--- src/pkg/fcs_pkg.sv ---
// shared constants and types of the flash command sequencer host
// assumes a byte-wide asynchronous parallel flash on the far side and one 40 MHz clock here
package fcs_pkg;
    localparam int ADDR_W = 19;
    localparam int DATA_W = 8;

    // command addresses and codes
    localparam logic [ADDR_W-1:0] ADR_UNLOCK1  = 19'h00555;
    localparam logic [ADDR_W-1:0] ADR_UNLOCK2  = 19'h002aa;
    localparam logic [ADDR_W-1:0] ADR_PROT_LOW = 19'h00002;
    localparam int                PROT_SECT_LSB = 16;
    localparam logic [DATA_W-1:0] CMD_UNLOCK1     = 8'haa;
    localparam logic [DATA_W-1:0] CMD_UNLOCK2     = 8'h55;
    localparam logic [DATA_W-1:0] CMD_PROG_SETUP  = 8'ha0;
    localparam logic [DATA_W-1:0] CMD_ERASE_SETUP = 8'h80;
    localparam logic [DATA_W-1:0] CMD_CHIP_ERASE  = 8'h10;
    localparam logic [DATA_W-1:0] CMD_AUTOSELECT  = 8'h90;
    localparam logic [DATA_W-1:0] CMD_RESET       = 8'hf0;
    localparam logic [DATA_W-1:0] ERASED_BYTE     = 8'hff;

    // status bit positions on the data pins
    localparam int DATA_POLLING_BIT     = 7;
    localparam int BUSY_TOGGLE_BIT      = 6;
    localparam int TIME_LIMIT_FAIL_FLAG = 5;
    localparam int ERASE_TOGGLE_BIT     = 2;

    // timing
    localparam int CLK_PERIOD_NS = 25;
    localparam int GLITCH_NS     = 5;
    localparam int WE_LOW_NS     = 35;
    localparam int RD_ACC_NS     = 70;
    localparam int SYNC_STAGES   = 2;
    localparam int GLITCH_CYC    = (GLITCH_NS + CLK_PERIOD_NS - 1) / CLK_PERIOD_NS;
    localparam int WE_LOW_RAW    = (WE_LOW_NS + CLK_PERIOD_NS - 1) / CLK_PERIOD_NS;
    localparam int WE_LOW_CYC    = (WE_LOW_RAW > GLITCH_CYC) ? WE_LOW_RAW : GLITCH_CYC + 1;
    localparam int RD_CYC        = (RD_ACC_NS + CLK_PERIOD_NS - 1) / CLK_PERIOD_NS + SYNC_STAGES;
    localparam logic [2:0] WE_LOW_LAST = 3'(WE_LOW_CYC - 1);
    localparam logic [2:0] RD_LAST     = 3'(RD_CYC - 1);

    typedef enum logic [2:0] {
        OP_READ        = 3'h0,
        OP_PROGRAM     = 3'h1,
        OP_CHIP_ERASE  = 3'h2,
        OP_ID_READ     = 3'h3,
        OP_PROT_VERIFY = 3'h4,
        OP_RESET       = 3'h5
    } fcs_op_t;

    typedef enum logic [1:0] {
        STEP_WRITE = 2'h0,
        STEP_READ  = 2'h1,
        STEP_POLL  = 2'h2
    } fcs_step_kind_t;

    typedef enum logic [2:0] {
        ST_IDLE   = 3'h0,
        ST_STEP   = 3'h1,
        ST_WSETUP = 3'h2,
        ST_WLOW   = 3'h3,
        ST_WHOLD  = 3'h4,
        ST_RLOW   = 3'h5,
        ST_DONE   = 3'h6
    } fcs_state_t;

    typedef struct packed {
        fcs_step_kind_t    kind;
        logic [ADDR_W-1:0] addr;
        logic [DATA_W-1:0] data;
        logic              last;
    } fcs_step_t;

    typedef struct packed {
        logic [ADDR_W-1:0] addr;
        logic [DATA_W-1:0] dout;
        logic              dout_oe;
        logic              ce_n;
        logic              we_n;
        logic              oe_n;
    } fcs_pins_t;

    typedef struct packed {
        logic              valid;
        logic [DATA_W-1:0] data;
        logic              fail;
        logic              mismatch;
    } fcs_rsp_t;

    typedef struct packed {
        fcs_state_t        st;
        fcs_op_t           op;
        logic [2:0]        idx;
        logic [2:0]        cnt;
        logic [ADDR_W-1:0] addr;
        logic [DATA_W-1:0] data;
        fcs_step_t         step;
        logic [DATA_W-1:0] poll_prev;
        logic              have_prev;
        logic              fail;
        logic              mis;
        logic [DATA_W-1:0] last_rd;
        logic              ready;
        fcs_pins_t         pins;
        fcs_rsp_t          rsp;
        logic [DATA_W-1:0] sync1;
        logic [DATA_W-1:0] sync2;
    } fcs_host_state_t;
endpackage

--- src/design/fcs_host.sv ---
// host-side controller that drives a parallel flash through its chip-select, strobe and data pins
// assumes the flash sits on the same board wiring; the bench resolves the data wire from dout_oe
//
// Behaviour
// - write only with select, strobe low, output high
// - single F0 write resets device
// - failure exits only through reset command
// - identification modes left by reset command
// - host sends only defined command codes
// - program is four unlock/setup/data writes
// - chip erase is six ordered writes
// - address and data stable across strobe
module fcs_host (
    // clock and reset
    input  wire logic               core_clk,
    input  wire logic               arst_n,
    // user command port
    input  wire logic               cmd_valid,
    input  fcs_pkg::fcs_op_t        cmd_op,
    input  wire logic [18:0]        cmd_addr,
    input  wire logic [7:0]         cmd_data,
    output logic                    cmd_ready,
    output fcs_pkg::fcs_rsp_t       rsp,
    // flash pins
    output fcs_pkg::fcs_pins_t      flash_pins,
    input  wire logic [7:0]         dq_in
);
    fcs_pkg::fcs_host_state_t s_q;
    fcs_pkg::fcs_host_state_t s_d;
    fcs_pkg::fcs_step_t       nstep;
    logic [7:0]               sample;
    logic                     toggled;

    // one entry of the bus sequence of an operation
    function automatic fcs_pkg::fcs_step_t step_f(input fcs_pkg::fcs_op_t op, input logic [2:0] idx,
                                                  input logic [18:0] a, input logic [7:0] d);
        fcs_pkg::fcs_step_t u1;
        fcs_pkg::fcs_step_t u2;
        fcs_pkg::fcs_step_t rst;
        fcs_pkg::fcs_step_t r;
        u1  = '{fcs_pkg::STEP_WRITE, fcs_pkg::ADR_UNLOCK1, fcs_pkg::CMD_UNLOCK1, 1'b0};
        u2  = '{fcs_pkg::STEP_WRITE, fcs_pkg::ADR_UNLOCK2, fcs_pkg::CMD_UNLOCK2, 1'b0};
        rst = '{fcs_pkg::STEP_WRITE, a, fcs_pkg::CMD_RESET, 1'b1};
        r   = rst;
        unique case (op)
            fcs_pkg::OP_READ: r = '{fcs_pkg::STEP_READ, a, 8'h00, 1'b1};
            fcs_pkg::OP_RESET: r = rst;
            fcs_pkg::OP_PROGRAM: begin
                unique case (idx)
                    3'h0: r = u1;
                    3'h1: r = u2;
                    3'h2: r = '{fcs_pkg::STEP_WRITE, fcs_pkg::ADR_UNLOCK1, fcs_pkg::CMD_PROG_SETUP, 1'b0};
                    3'h3: r = '{fcs_pkg::STEP_WRITE, a, d, 1'b0};
                    default: r = '{fcs_pkg::STEP_POLL, a, d, 1'b1};
                endcase
            end
            fcs_pkg::OP_CHIP_ERASE: begin
                unique case (idx)
                    3'h0, 3'h3: r = u1;
                    3'h1, 3'h4: r = u2;
                    3'h2: r = '{fcs_pkg::STEP_WRITE, fcs_pkg::ADR_UNLOCK1, fcs_pkg::CMD_ERASE_SETUP, 1'b0};
                    3'h5: r = '{fcs_pkg::STEP_WRITE, fcs_pkg::ADR_UNLOCK1, fcs_pkg::CMD_CHIP_ERASE, 1'b0};
                    default: r = '{fcs_pkg::STEP_POLL, a, fcs_pkg::ERASED_BYTE, 1'b1};
                endcase
            end
            fcs_pkg::OP_ID_READ, fcs_pkg::OP_PROT_VERIFY: begin
                unique case (idx)
                    3'h0: r = u1;
                    3'h1: r = u2;
                    3'h2: r = '{fcs_pkg::STEP_WRITE, fcs_pkg::ADR_UNLOCK1, fcs_pkg::CMD_AUTOSELECT, 1'b0};
                    3'h3: begin
                        if (op == fcs_pkg::OP_ID_READ) begin
                            r = '{fcs_pkg::STEP_READ, a, 8'h00, 1'b0};
                        end else begin
                            r = '{fcs_pkg::STEP_READ, {a[18:fcs_pkg::PROT_SECT_LSB],
                                   fcs_pkg::ADR_PROT_LOW[fcs_pkg::PROT_SECT_LSB-1:0]}, 8'h00, 1'b0};
                        end
                    end
                    default: r = rst;
                endcase
            end
            default: r = rst;
        endcase
        return r;
    endfunction

    always_comb begin
        s_d     = s_q;
        nstep   = s_q.step;
        sample  = s_q.sync2;
        toggled = sample[fcs_pkg::BUSY_TOGGLE_BIT] != s_q.poll_prev[fcs_pkg::BUSY_TOGGLE_BIT];
        s_d.rsp.valid = 1'b0;
        s_d.sync1     = dq_in;
        s_d.sync2     = s_q.sync1;
        unique case (s_q.st)
            fcs_pkg::ST_IDLE: begin
                s_d.ready = 1'b1;
                if (cmd_valid && s_q.ready) begin
                    s_d.ready     = 1'b0;
                    s_d.op        = cmd_op;
                    s_d.addr      = cmd_addr;
                    s_d.data      = cmd_data;
                    s_d.idx       = 3'h0;
                    s_d.fail      = 1'b0;
                    s_d.mis       = 1'b0;
                    s_d.have_prev = 1'b0;
                    s_d.last_rd   = 8'h00;
                    s_d.st        = fcs_pkg::ST_STEP;
                end
            end
            fcs_pkg::ST_STEP: begin
                nstep = step_f(s_q.op, s_q.idx, s_q.addr, s_q.data);
                if (s_q.fail) begin
                    nstep = '{fcs_pkg::STEP_WRITE, s_q.addr, fcs_pkg::CMD_RESET, 1'b1};
                end
                s_d.step      = nstep;
                s_d.pins.addr = nstep.addr;
                s_d.cnt       = 3'h0;
                if (nstep.kind == fcs_pkg::STEP_WRITE) begin
                    s_d.pins.oe_n    = 1'b1;
                    s_d.pins.dout    = nstep.data;
                    s_d.pins.dout_oe = 1'b1;
                    s_d.st           = fcs_pkg::ST_WSETUP;
                end else begin
                    s_d.pins.ce_n = 1'b0;
                    s_d.pins.oe_n = 1'b0;
                    s_d.st        = fcs_pkg::ST_RLOW;
                end
            end
            fcs_pkg::ST_WSETUP: begin
                // address and data already stable one cycle before the strobe falls
                s_d.pins.ce_n = 1'b0;
                s_d.pins.we_n = 1'b0;
                s_d.st        = fcs_pkg::ST_WLOW;
            end
            fcs_pkg::ST_WLOW: begin
                s_d.cnt = s_q.cnt + 3'h1;
                if (s_q.cnt == fcs_pkg::WE_LOW_LAST) begin
                    s_d.pins.ce_n = 1'b1;
                    s_d.pins.we_n = 1'b1;
                    s_d.st        = fcs_pkg::ST_WHOLD;
                end
            end
            fcs_pkg::ST_WHOLD: begin
                s_d.pins.dout_oe = 1'b0;
                s_d.idx          = s_q.idx + 3'h1;
                s_d.st           = s_q.step.last ? fcs_pkg::ST_DONE : fcs_pkg::ST_STEP;
            end
            fcs_pkg::ST_RLOW: begin
                s_d.cnt = s_q.cnt + 3'h1;
                if (s_q.cnt == fcs_pkg::RD_LAST) begin
                    s_d.pins.ce_n = 1'b1;
                    s_d.pins.oe_n = 1'b1;
                    s_d.st        = fcs_pkg::ST_STEP;
                    if (s_q.step.kind == fcs_pkg::STEP_READ) begin
                        s_d.last_rd = sample;
                        s_d.idx     = s_q.idx + 3'h1;
                        s_d.st      = s_q.step.last ? fcs_pkg::ST_DONE : fcs_pkg::ST_STEP;
                    end else if (!s_q.have_prev) begin
                        s_d.poll_prev = sample;
                        s_d.have_prev = 1'b1;
                    end else if (!toggled) begin
                        s_d.last_rd = sample;
                        s_d.st      = fcs_pkg::ST_DONE;
                        if (s_q.op == fcs_pkg::OP_PROGRAM) begin
                            s_d.mis = |(sample & ~s_q.data);
                        end else begin
                            s_d.mis = (sample != fcs_pkg::ERASED_BYTE)
                                      || !sample[fcs_pkg::DATA_POLLING_BIT];
                        end
                    end else if (sample[fcs_pkg::TIME_LIMIT_FAIL_FLAG]) begin
                        s_d.fail = 1'b1;
                    end else begin
                        s_d.poll_prev = sample;
                    end
                end
            end
            fcs_pkg::ST_DONE: begin
                s_d.rsp.valid    = 1'b1;
                s_d.rsp.data     = s_q.last_rd;
                s_d.rsp.fail     = s_q.fail;
                s_d.rsp.mismatch = s_q.mis;
                s_d.st           = fcs_pkg::ST_IDLE;
            end
            default: s_d.st = fcs_pkg::ST_IDLE;
        endcase
    end

    always_ff @(posedge core_clk or negedge arst_n) begin
        if (!arst_n) begin
            s_q              <= '0;
            s_q.pins.ce_n    <= 1'b1;
            s_q.pins.we_n    <= 1'b1;
            s_q.pins.oe_n    <= 1'b1;
        end else begin
            s_q <= s_d;
        end
    end

    assign cmd_ready  = s_q.ready;
    assign rsp        = s_q.rsp;
    assign flash_pins = s_q.pins;

    write_gate_a: assert property (@(posedge core_clk) disable iff (!arst_n)
        !s_q.pins.we_n |-> !s_q.pins.ce_n && s_q.pins.oe_n && s_q.pins.dout_oe)
        else $error("strobe low without select or with output enabled");
    read_bus_a: assert property (@(posedge core_clk) disable iff (!arst_n)
        !s_q.pins.oe_n |-> s_q.pins.we_n && !s_q.pins.dout_oe)
        else $error("read overlaps a write or data drive");
    pulse_width_a: assert property (@(posedge core_clk) disable iff (!arst_n)
        $fell(s_q.pins.we_n) |-> !s_q.pins.we_n [*2] ##1 s_q.pins.we_n)
        else $error("write pulse width wrong");
    idle_quiet_a: assert property (@(posedge core_clk) disable iff (!arst_n)
        s_q.st == fcs_pkg::ST_IDLE |-> s_q.pins.we_n && s_q.pins.ce_n)
        else $error("strobe active while idle");
    busy_refuse_a: assert property (@(posedge core_clk) disable iff (!arst_n)
        s_q.ready |-> s_q.st == fcs_pkg::ST_IDLE)
        else $error("command accepted while busy");
    prog_setup_a: assert property (@(posedge core_clk) disable iff (!arst_n)
        s_q.st == fcs_pkg::ST_WLOW && s_q.op == fcs_pkg::OP_PROGRAM && s_q.idx == 3'h2 && !s_q.fail
        |-> s_q.pins.dout == fcs_pkg::CMD_PROG_SETUP && s_q.pins.addr == fcs_pkg::ADR_UNLOCK1)
        else $error("program setup cycle wrong");
    erase_last_a: assert property (@(posedge core_clk) disable iff (!arst_n)
        s_q.st == fcs_pkg::ST_WLOW && s_q.op == fcs_pkg::OP_CHIP_ERASE && s_q.idx == 3'h5 && !s_q.fail
        |-> s_q.pins.dout == fcs_pkg::CMD_CHIP_ERASE && s_q.pins.addr == fcs_pkg::ADR_UNLOCK1)
        else $error("chip erase final cycle wrong");
    full_seq_a: assert property (@(posedge core_clk) disable iff (!arst_n)
        s_q.st == fcs_pkg::ST_RLOW && s_q.step.kind == fcs_pkg::STEP_POLL
        |-> (s_q.op == fcs_pkg::OP_PROGRAM && s_q.idx == 3'h4)
            || (s_q.op == fcs_pkg::OP_CHIP_ERASE && s_q.idx == 3'h6))
        else $error("polling before the sequence completed");
    fail_reset_a: assert property (@(posedge core_clk) disable iff (!arst_n)
        $rose(s_q.fail) |-> ##[1:3] (s_q.st == fcs_pkg::ST_WSETUP && s_q.pins.dout == fcs_pkg::CMD_RESET))
        else $error("failure not followed by reset command");
    poll_no_write_a: assert property (@(posedge core_clk) disable iff (!arst_n)
        s_q.step.kind == fcs_pkg::STEP_POLL && !s_q.fail |-> s_q.pins.we_n)
        else $error("write issued while operation running");
endmodule

--- config.mk ---
export PLATFORM = sky130hd
export DESIGN_NAME = fcs_host
export DESIGN_NICKNAME = d
export VERILOG_FILES = /design/src/pkg/fcs_pkg.sv /design/src/design/fcs_host.sv
export SDC_FILE = /design/constraint.sdc
export NUM_CORES = 1
export LEC_CHECK = 0
export BUFFER_PORTS_ARGS = -buffer_cell sky130_fd_sc_hd__buf_2
export CAP_MARGIN = 10
export CELL_PAD_IN_SITES_DETAIL_PLACEMENT = 0
export CELL_PAD_IN_SITES_GLOBAL_PLACEMENT = 1
export CORE_AREA = 2 2 122 124
export DETAILED_ROUTE_END_ITERATION = 8
export DIE_AREA = 0 0 124 126
export PLACE_DENSITY = 0.8
export SLEW_MARGIN = 20
export SYNTH_ARGS = -nofsm -noshare
export SYNTH_HDL_FRONTEND = slang
export SYNTH_SLANG_ARGS = --single-unit
--- constraint.sdc ---
create_clock -name core_clk -period 2.4 [get_ports core_clk]
set_input_delay 0 -clock core_clk [delete_from_list [all_inputs] [get_ports core_clk]]
set_output_delay 0 -clock core_clk [all_outputs]
set_load 0.01 [all_outputs]
---- Word level (Yosys, flattened, before mapping) ----
Cells that the tools add are included.
storage, ports and cells
  register bits after elaboration ......... 119
  latch bits .............................. 0
  memory bits (writable) .................. 0
  bits in read-only memories .............. 0
  input bits .............................. 41
  output and inout port bits .............. 43
  memories ................................ 0
cells by class
  add/subtract/negate cells ............... 2
  multiply operators ...................... 0
  div/mod/pow operators ................... 0
  order comparisons ....................... 0
  eq/ne operators ......................... 35
  shifts and indexed selects .............. 0
  mux-type cells .......................... 43
  bitwise gates (word level) .............. 3
  reductions and logical operators ........ 32
operators with widths
  kind                                                                    count
  30-bit one-hot mux with 4 select lines                                  3
  29-bit one-hot mux with 4 select lines                                  1
  30-bit two-way mux                                                      2
  3-bit two-way mux                                                       10
  25-bit two-way mux                                                      1
  2-bit inequality test (second input constant)                           12
  11-bit two-way mux                                                      2
  11-bit one-hot mux with 2 select lines                                  1
  3-bit equality test (second input constant)                             7
  7-bit two-way mux                                                       3
  3-bit by 2-bit equality test with 1-bit output (second input constant)  6
  9-bit two-way mux                                                       2
  3-bit one-hot mux with 6 select lines                                   1
  3-bit by 1-bit equality test with 1-bit output (second input constant)  4
  12-bit two-way mux                                                      1
  4-bit AND reduction                                                     3
  10-bit two-way mux                                                      1
  2-bit AND reduction                                                     5
  5-bit AND reduction                                                     2
  2-bit nonzero test                                                      5
  3-bit zero test                                                         3
  3-bit one-hot mux with 3 select lines                                   1
  8-bit bitwise AND                                                       1
  8-bit two-way mux                                                       1
  other kinds (24)                                                        37

---- Depth between registers and ports, before layout ----
  depth after elaboration ................. 9
  mapped depth ............................ 9

---- Least setup slack after synthesis ----
Ideal clock, no wire load.
  path kind ............................... reg2reg
  start point ............................. register s_q[138] in the netlist's numbering
  end point ............................... register s_q (netlist bit flash_pins[12])
  setup time .............................. 0.126 ns
  arrival ................................. 1.873 ns
  slack ................................... 0.402 ns
  stages on the path, launching flop included .. 7
  buffers on the path ..................... 0
  period minus slack after synthesis ...... 1.998 ns
  cell sequence ........................... dfrtp_1 -> ha_1 -> ha_1 -> or4b_1 -> a31o_2 -> a21oi_1 -> a21oi_1
on the way
  cells in the longest elaborated chain, start to end .. 6
  elaborated cells between the ends (all ways) .. 14
  classes of those cells .................. 5 x eq/ne; 6 x mux; 3 x reduce/logical
RTL lines
  what                                                                    RTL line                                        source
  start, declared                                                         fcs_host.sv:28                                  fcs_pkg::fcs_host_state_t s_q;
  3-bit by 1-bit equality test with 1-bit output (tied with other cells)  fcs_host.sv:49, fcs_host.sv:58, fcs_host.sv:67
  2-bit OR reduction                                                      fcs_host.sv:58                                  unique case (idx)
  30-bit one-hot mux with 4 select lines                                  fcs_host.sv:58
  30-bit one-hot mux with 4 select lines *                                fcs_host.sv:45                                  unique case (op)
  30-bit two-way mux *                                                    fcs_host.sv:113                                 if (s_q.fail) begin
  30-bit two-way mux *                                                    fcs_host.sv:95                                  unique case (s_q.st)
Mark *: on every way between the ends. The rest lies on a longest branch, timed or not. The select of a mux whose other input is x is not followed.
A chain may end at the register's enable or synchronous reset.

---- Worst setup path in the final report ----
  start point ............................. register s_q[138] in the netlist's numbering
  end point ............................... register s_q (netlist bit flash_pins[9])
on the way
  cells in the longest elaborated chain, start to end .. 8
  elaborated cells between the ends (all ways) .. 16
  classes of those cells .................. 5 x eq/ne; 6 x mux; 5 x reduce/logical
RTL lines
  what                                                                    RTL line                                        source
  3-bit by 1-bit equality test with 1-bit output (tied with other cells)  fcs_host.sv:49, fcs_host.sv:58, fcs_host.sv:67
  2-bit OR reduction                                                      fcs_host.sv:58
  30-bit one-hot mux with 4 select lines                                  fcs_host.sv:58
  30-bit one-hot mux with 4 select lines *                                fcs_host.sv:45
  30-bit two-way mux *                                                    fcs_host.sv:113
  30-bit two-way mux *                                                    fcs_host.sv:95
  2-bit zero test                                                         fcs_host.sv:119                                 if (nstep.kind == fcs_pkg::STEP_WRITE) begin
  2-bit AND reduction (no source line)                                    -
Marks and branches as above.

==> qor.log <==
qor: grt.grtUsageTotal 18.7%
qor: logic_synthesis.synthDominantAreaCellType dfrtp_1
qor: routing.drt_iter0_drc 346
qor: layout.area_growth 23.0%
qor: grt.met3_usage 6.30%
qor: clock_network.cts.sinks 113
qor: floorplanning.fp.dieH 126 um
qor: setup_path.critical_path_peak_fanout 17
qor: setup_path.critical_path_source_type flop
qor: floorplanning.top_level_ports 84
qor: floorplanning.initial_utilization 39.6%
qor: placed_design.finalWeightedCongestion 0.875
qor: power.power.density 1220 nW/um^2
qor: logic_synthesis.netlist_area 5660 um^2
qor: grt.grt_max_degree 46
qor: routing.drt-vias-per-instance 5.19
qor: sta.finalSetupTns 0 ns
qor: logic_synthesis.synth.top_cells.by_area dfrtp_1, mux2_2, buf_4, nand2_1, a21oi_1
qor: sta.maxClockFrequency 446 MHz
qor: routing.drt.antenna.violating_nets 0
qor: clock_network.clk_pin_slew 0.06 ns
qor: placed_design.place.detailed.hpwl 9530 um
qor: routing.route.final.wire_length 13700 um
qor: sta.setup_repair_after_global_routing_missed_its_margin no
qor: floorplanning.fp-row-count 44
qor: clock_network.clock-root-buffer clkbuf_16
qor: routing.drt-pass1-iter-count 4
qor: setup_path.worstPathRequired 2.69 ns
qor: routing.route.vias.total 4401
qor: layout.post_route_cells_drive_above_1_share 28.9%
qor: logic_synthesis.ys.flop_type dfrtp_1
qor: sta.hold_viol_final 0
qor: sta.fin_crit 2.24 ns
qor: setup_path.worst_setup_path_category flop to flop
qor: grt.grt_busiest_layer met2
qor: layout.nFillCells 1322
qor: logic_synthesis.yosysWarningCount 0
qor: grt.grt_first_pass_wirelength 22300 um
qor: grt.grt_pass1_vias 4473
qor: routing.drt_drc_violations_left 0
qor: worst_hold_path.hp-class primary input to async pin
qor: logic_synthesis.synth_cell_type_count 69
qor: logic_synthesis.syn_inst 560
qor: placed_design.placement.io_buffers 83
qor: floorplanning.design.core.area 14300 um^2
qor: sta.period_share 93.3%
qor: sta.finalMaxSlewViolations 0
qor: power.vdd_ir_drop_max 0.698 mV
qor: clock_network.max-clock-path-buffers 2
qor: routing.post_drt_wl_per_cell 16.2 um
qor: sta.tightest_slew 0.710 ns
qor: layout.design.final.nets 700
qor: run.maxCapViolations 0
qor: clock_network.clock_latency 0.42 ns
qor: logic_synthesis.synth_edf_count 0
qor: sta.timing.max_slew.rel_slack 52.7%
qor: logic_synthesis.postSynthRegisterBits 113
qor: sta.postLayoutSetupSlackWorst 0.160 ns
qor: clock_network.post_cts_resized 0
qor: status.outcome completed
qor: clock_network.cts_max_level 4
qor: floorplanning.design.die.area 15600 um^2
qor: sta.final-setup-viol-count 0
qor: sta.clock-skew-final 0.00777 ns
qor: placed_design.place_worst_setup_slack 0.199 ns
qor: setup_path.crit_path_end_kind flop
qor: logic_synthesis.synth-seq-area-share 50.0%
qor: logic_synthesis.syn_avg_cell_area 10.1 um^2
qor: clock_network.tritoncts done
qor: floorplanning.die_width 124 um
qor: grt.gr-total-overflow 0
qor: logic_synthesis.synthDominantCellAreaShare 48.6%
qor: clock_network.cts_buffers 17
qor: grt.grt_use_met2 31.2%
qor: logic_synthesis.postSynth.asyncResetShare 100%
qor: layout.diodes 0
qor: grt.use_met1 22.3%
qor: logic_synthesis.synthTopCellsByCount dfrtp_1, nand2_1, buf_4, nor2_1, a21oi_1
qor: grt.antenna_found_initial 0
qor: logic_synthesis.synthesis.nets 609
qor: logic_synthesis.synth.most_common_cell dfrtp_1
qor: setup_path.worst_ep_arrival_time 2.53 ns
qor: power.total_leakage_power 0.00320 uW
## registers in the layout (all words and copies together), names as in the netlist
signal and count:
sample 8, s_q 54, s_d 8, flash_pins 31, cmd_ready 1, rsp 11
## power breakdown
group	internal, uW	total [uW]	switching [uW]
clock	1470	2370	893
sequential	2530	3070	540
combinational	1380	3050	1680
total	5380	8490	3110
## repair_timing
action / CTS / global route
setup buffers: 0 / 0
hold buffers: 39 / 0
hold endpoints to repair: 81 / 0
## area by class of cell
| type | count | area, um^2 | share of cell area, % |
|---|---|---|---|
| multi-input cells | 364 | 2330 | 33.4 |
| clock buffers | 20 | 457 | 6.56 |
| repair buffers | 140 | 956 | 13.7 |
| flip-flops and latches | 113 | 2830 | 40.7 |
| clock inverters | 12 | 109 | 1.56 |
| inverters | 15 | 56.3 | 0.808 |
| well taps | 184 | 230 | 3.31 |
## path summary, 6_finish.rpt
check,startpoint,endpoint,slack (ns),cells past startpoint
setup / recovery,s_q[138],flash_pins[9],0.16,6
hold / removal,arst_n,s_q[130],0.11,2
setup reg to reg,s_q[138],flash_pins[9],0.16,6
hold reg to reg,s_d[0],sample[0],0.35,0
max in group asynchronous,arst_n,s_q[140],1.53,3
min in group core_clk,cmd_valid,s_q[67],0.23,6
## critical path, cell delays in order (launching register included)
cell and delay (ns):
dfrtp_1 0.43, ha_1 0.23, ha_1 0.27, nor2b_1 0.19
a211oi_2 0.37, nand3_4 0.26, mux2_1 0.38
## per-layer routing
layer / routed length, um / part of all wire, %
met5: 0 / 0
met4: 306 / 2.2
met3: 727 / 5.3
met2: 6940 / 51
met1: 5760 / 42
## placed cells by master, fill, tap and decap left out, drive strengths merged, types with 3 or more instances in the layout
cell type / instances
a21bo: 9
o21a: 4
a211oi: 5
o31ai: 4
o211ai: 3
inv: 16
o22ai: 5
ha: 8
nor3: 5
clkinv: 5
nor2: 40
clkbuf: 20
a22o: 11
or3b: 3
dlygate4sd3: 39
nor2b: 7
dfrtp: 110
nand2: 72
nand2b: 11
a21oi: 40
buf: 101
nand3: 12
a21o: 3
o21ai: 38
mux2: 31
nand4: 10
a31oi: 8
dfstp: 3
clkinvlp: 5
## stage by stage
step | cells | util (%) | total power [uW] | cell area [um^2] | hold WS (ns)
after floorplan | 560 | - | 5430 | 5660 | -0.296
after global placement | 777 | 42.0 | 5980 | 6010 | 0.0255
after detailed placement | 777 | 42.0 | 6090 | 6010 | 0.0307
after CTS | 848 | 48.7 | 8550 | 6970 | 0.114
after global routing | 848 | 48.7 | 9050 | 6970 | 0.154
final | 848 | 48.7 | 8490 | 6970 | 0.111
## cell families after synthesis
group | Yosys count | share of synthesized area [%]
compound gates | 146 | 17.2
fa+ha+maj | 9 | 1.94
flops | 113 | 50.0
mux | 31 | 6.16
xor+xnor | 2 | 0.309
buf+inv | 83 | 8.93
simple gates | 176 | 15.4
(Power assumes the default switching activity.)
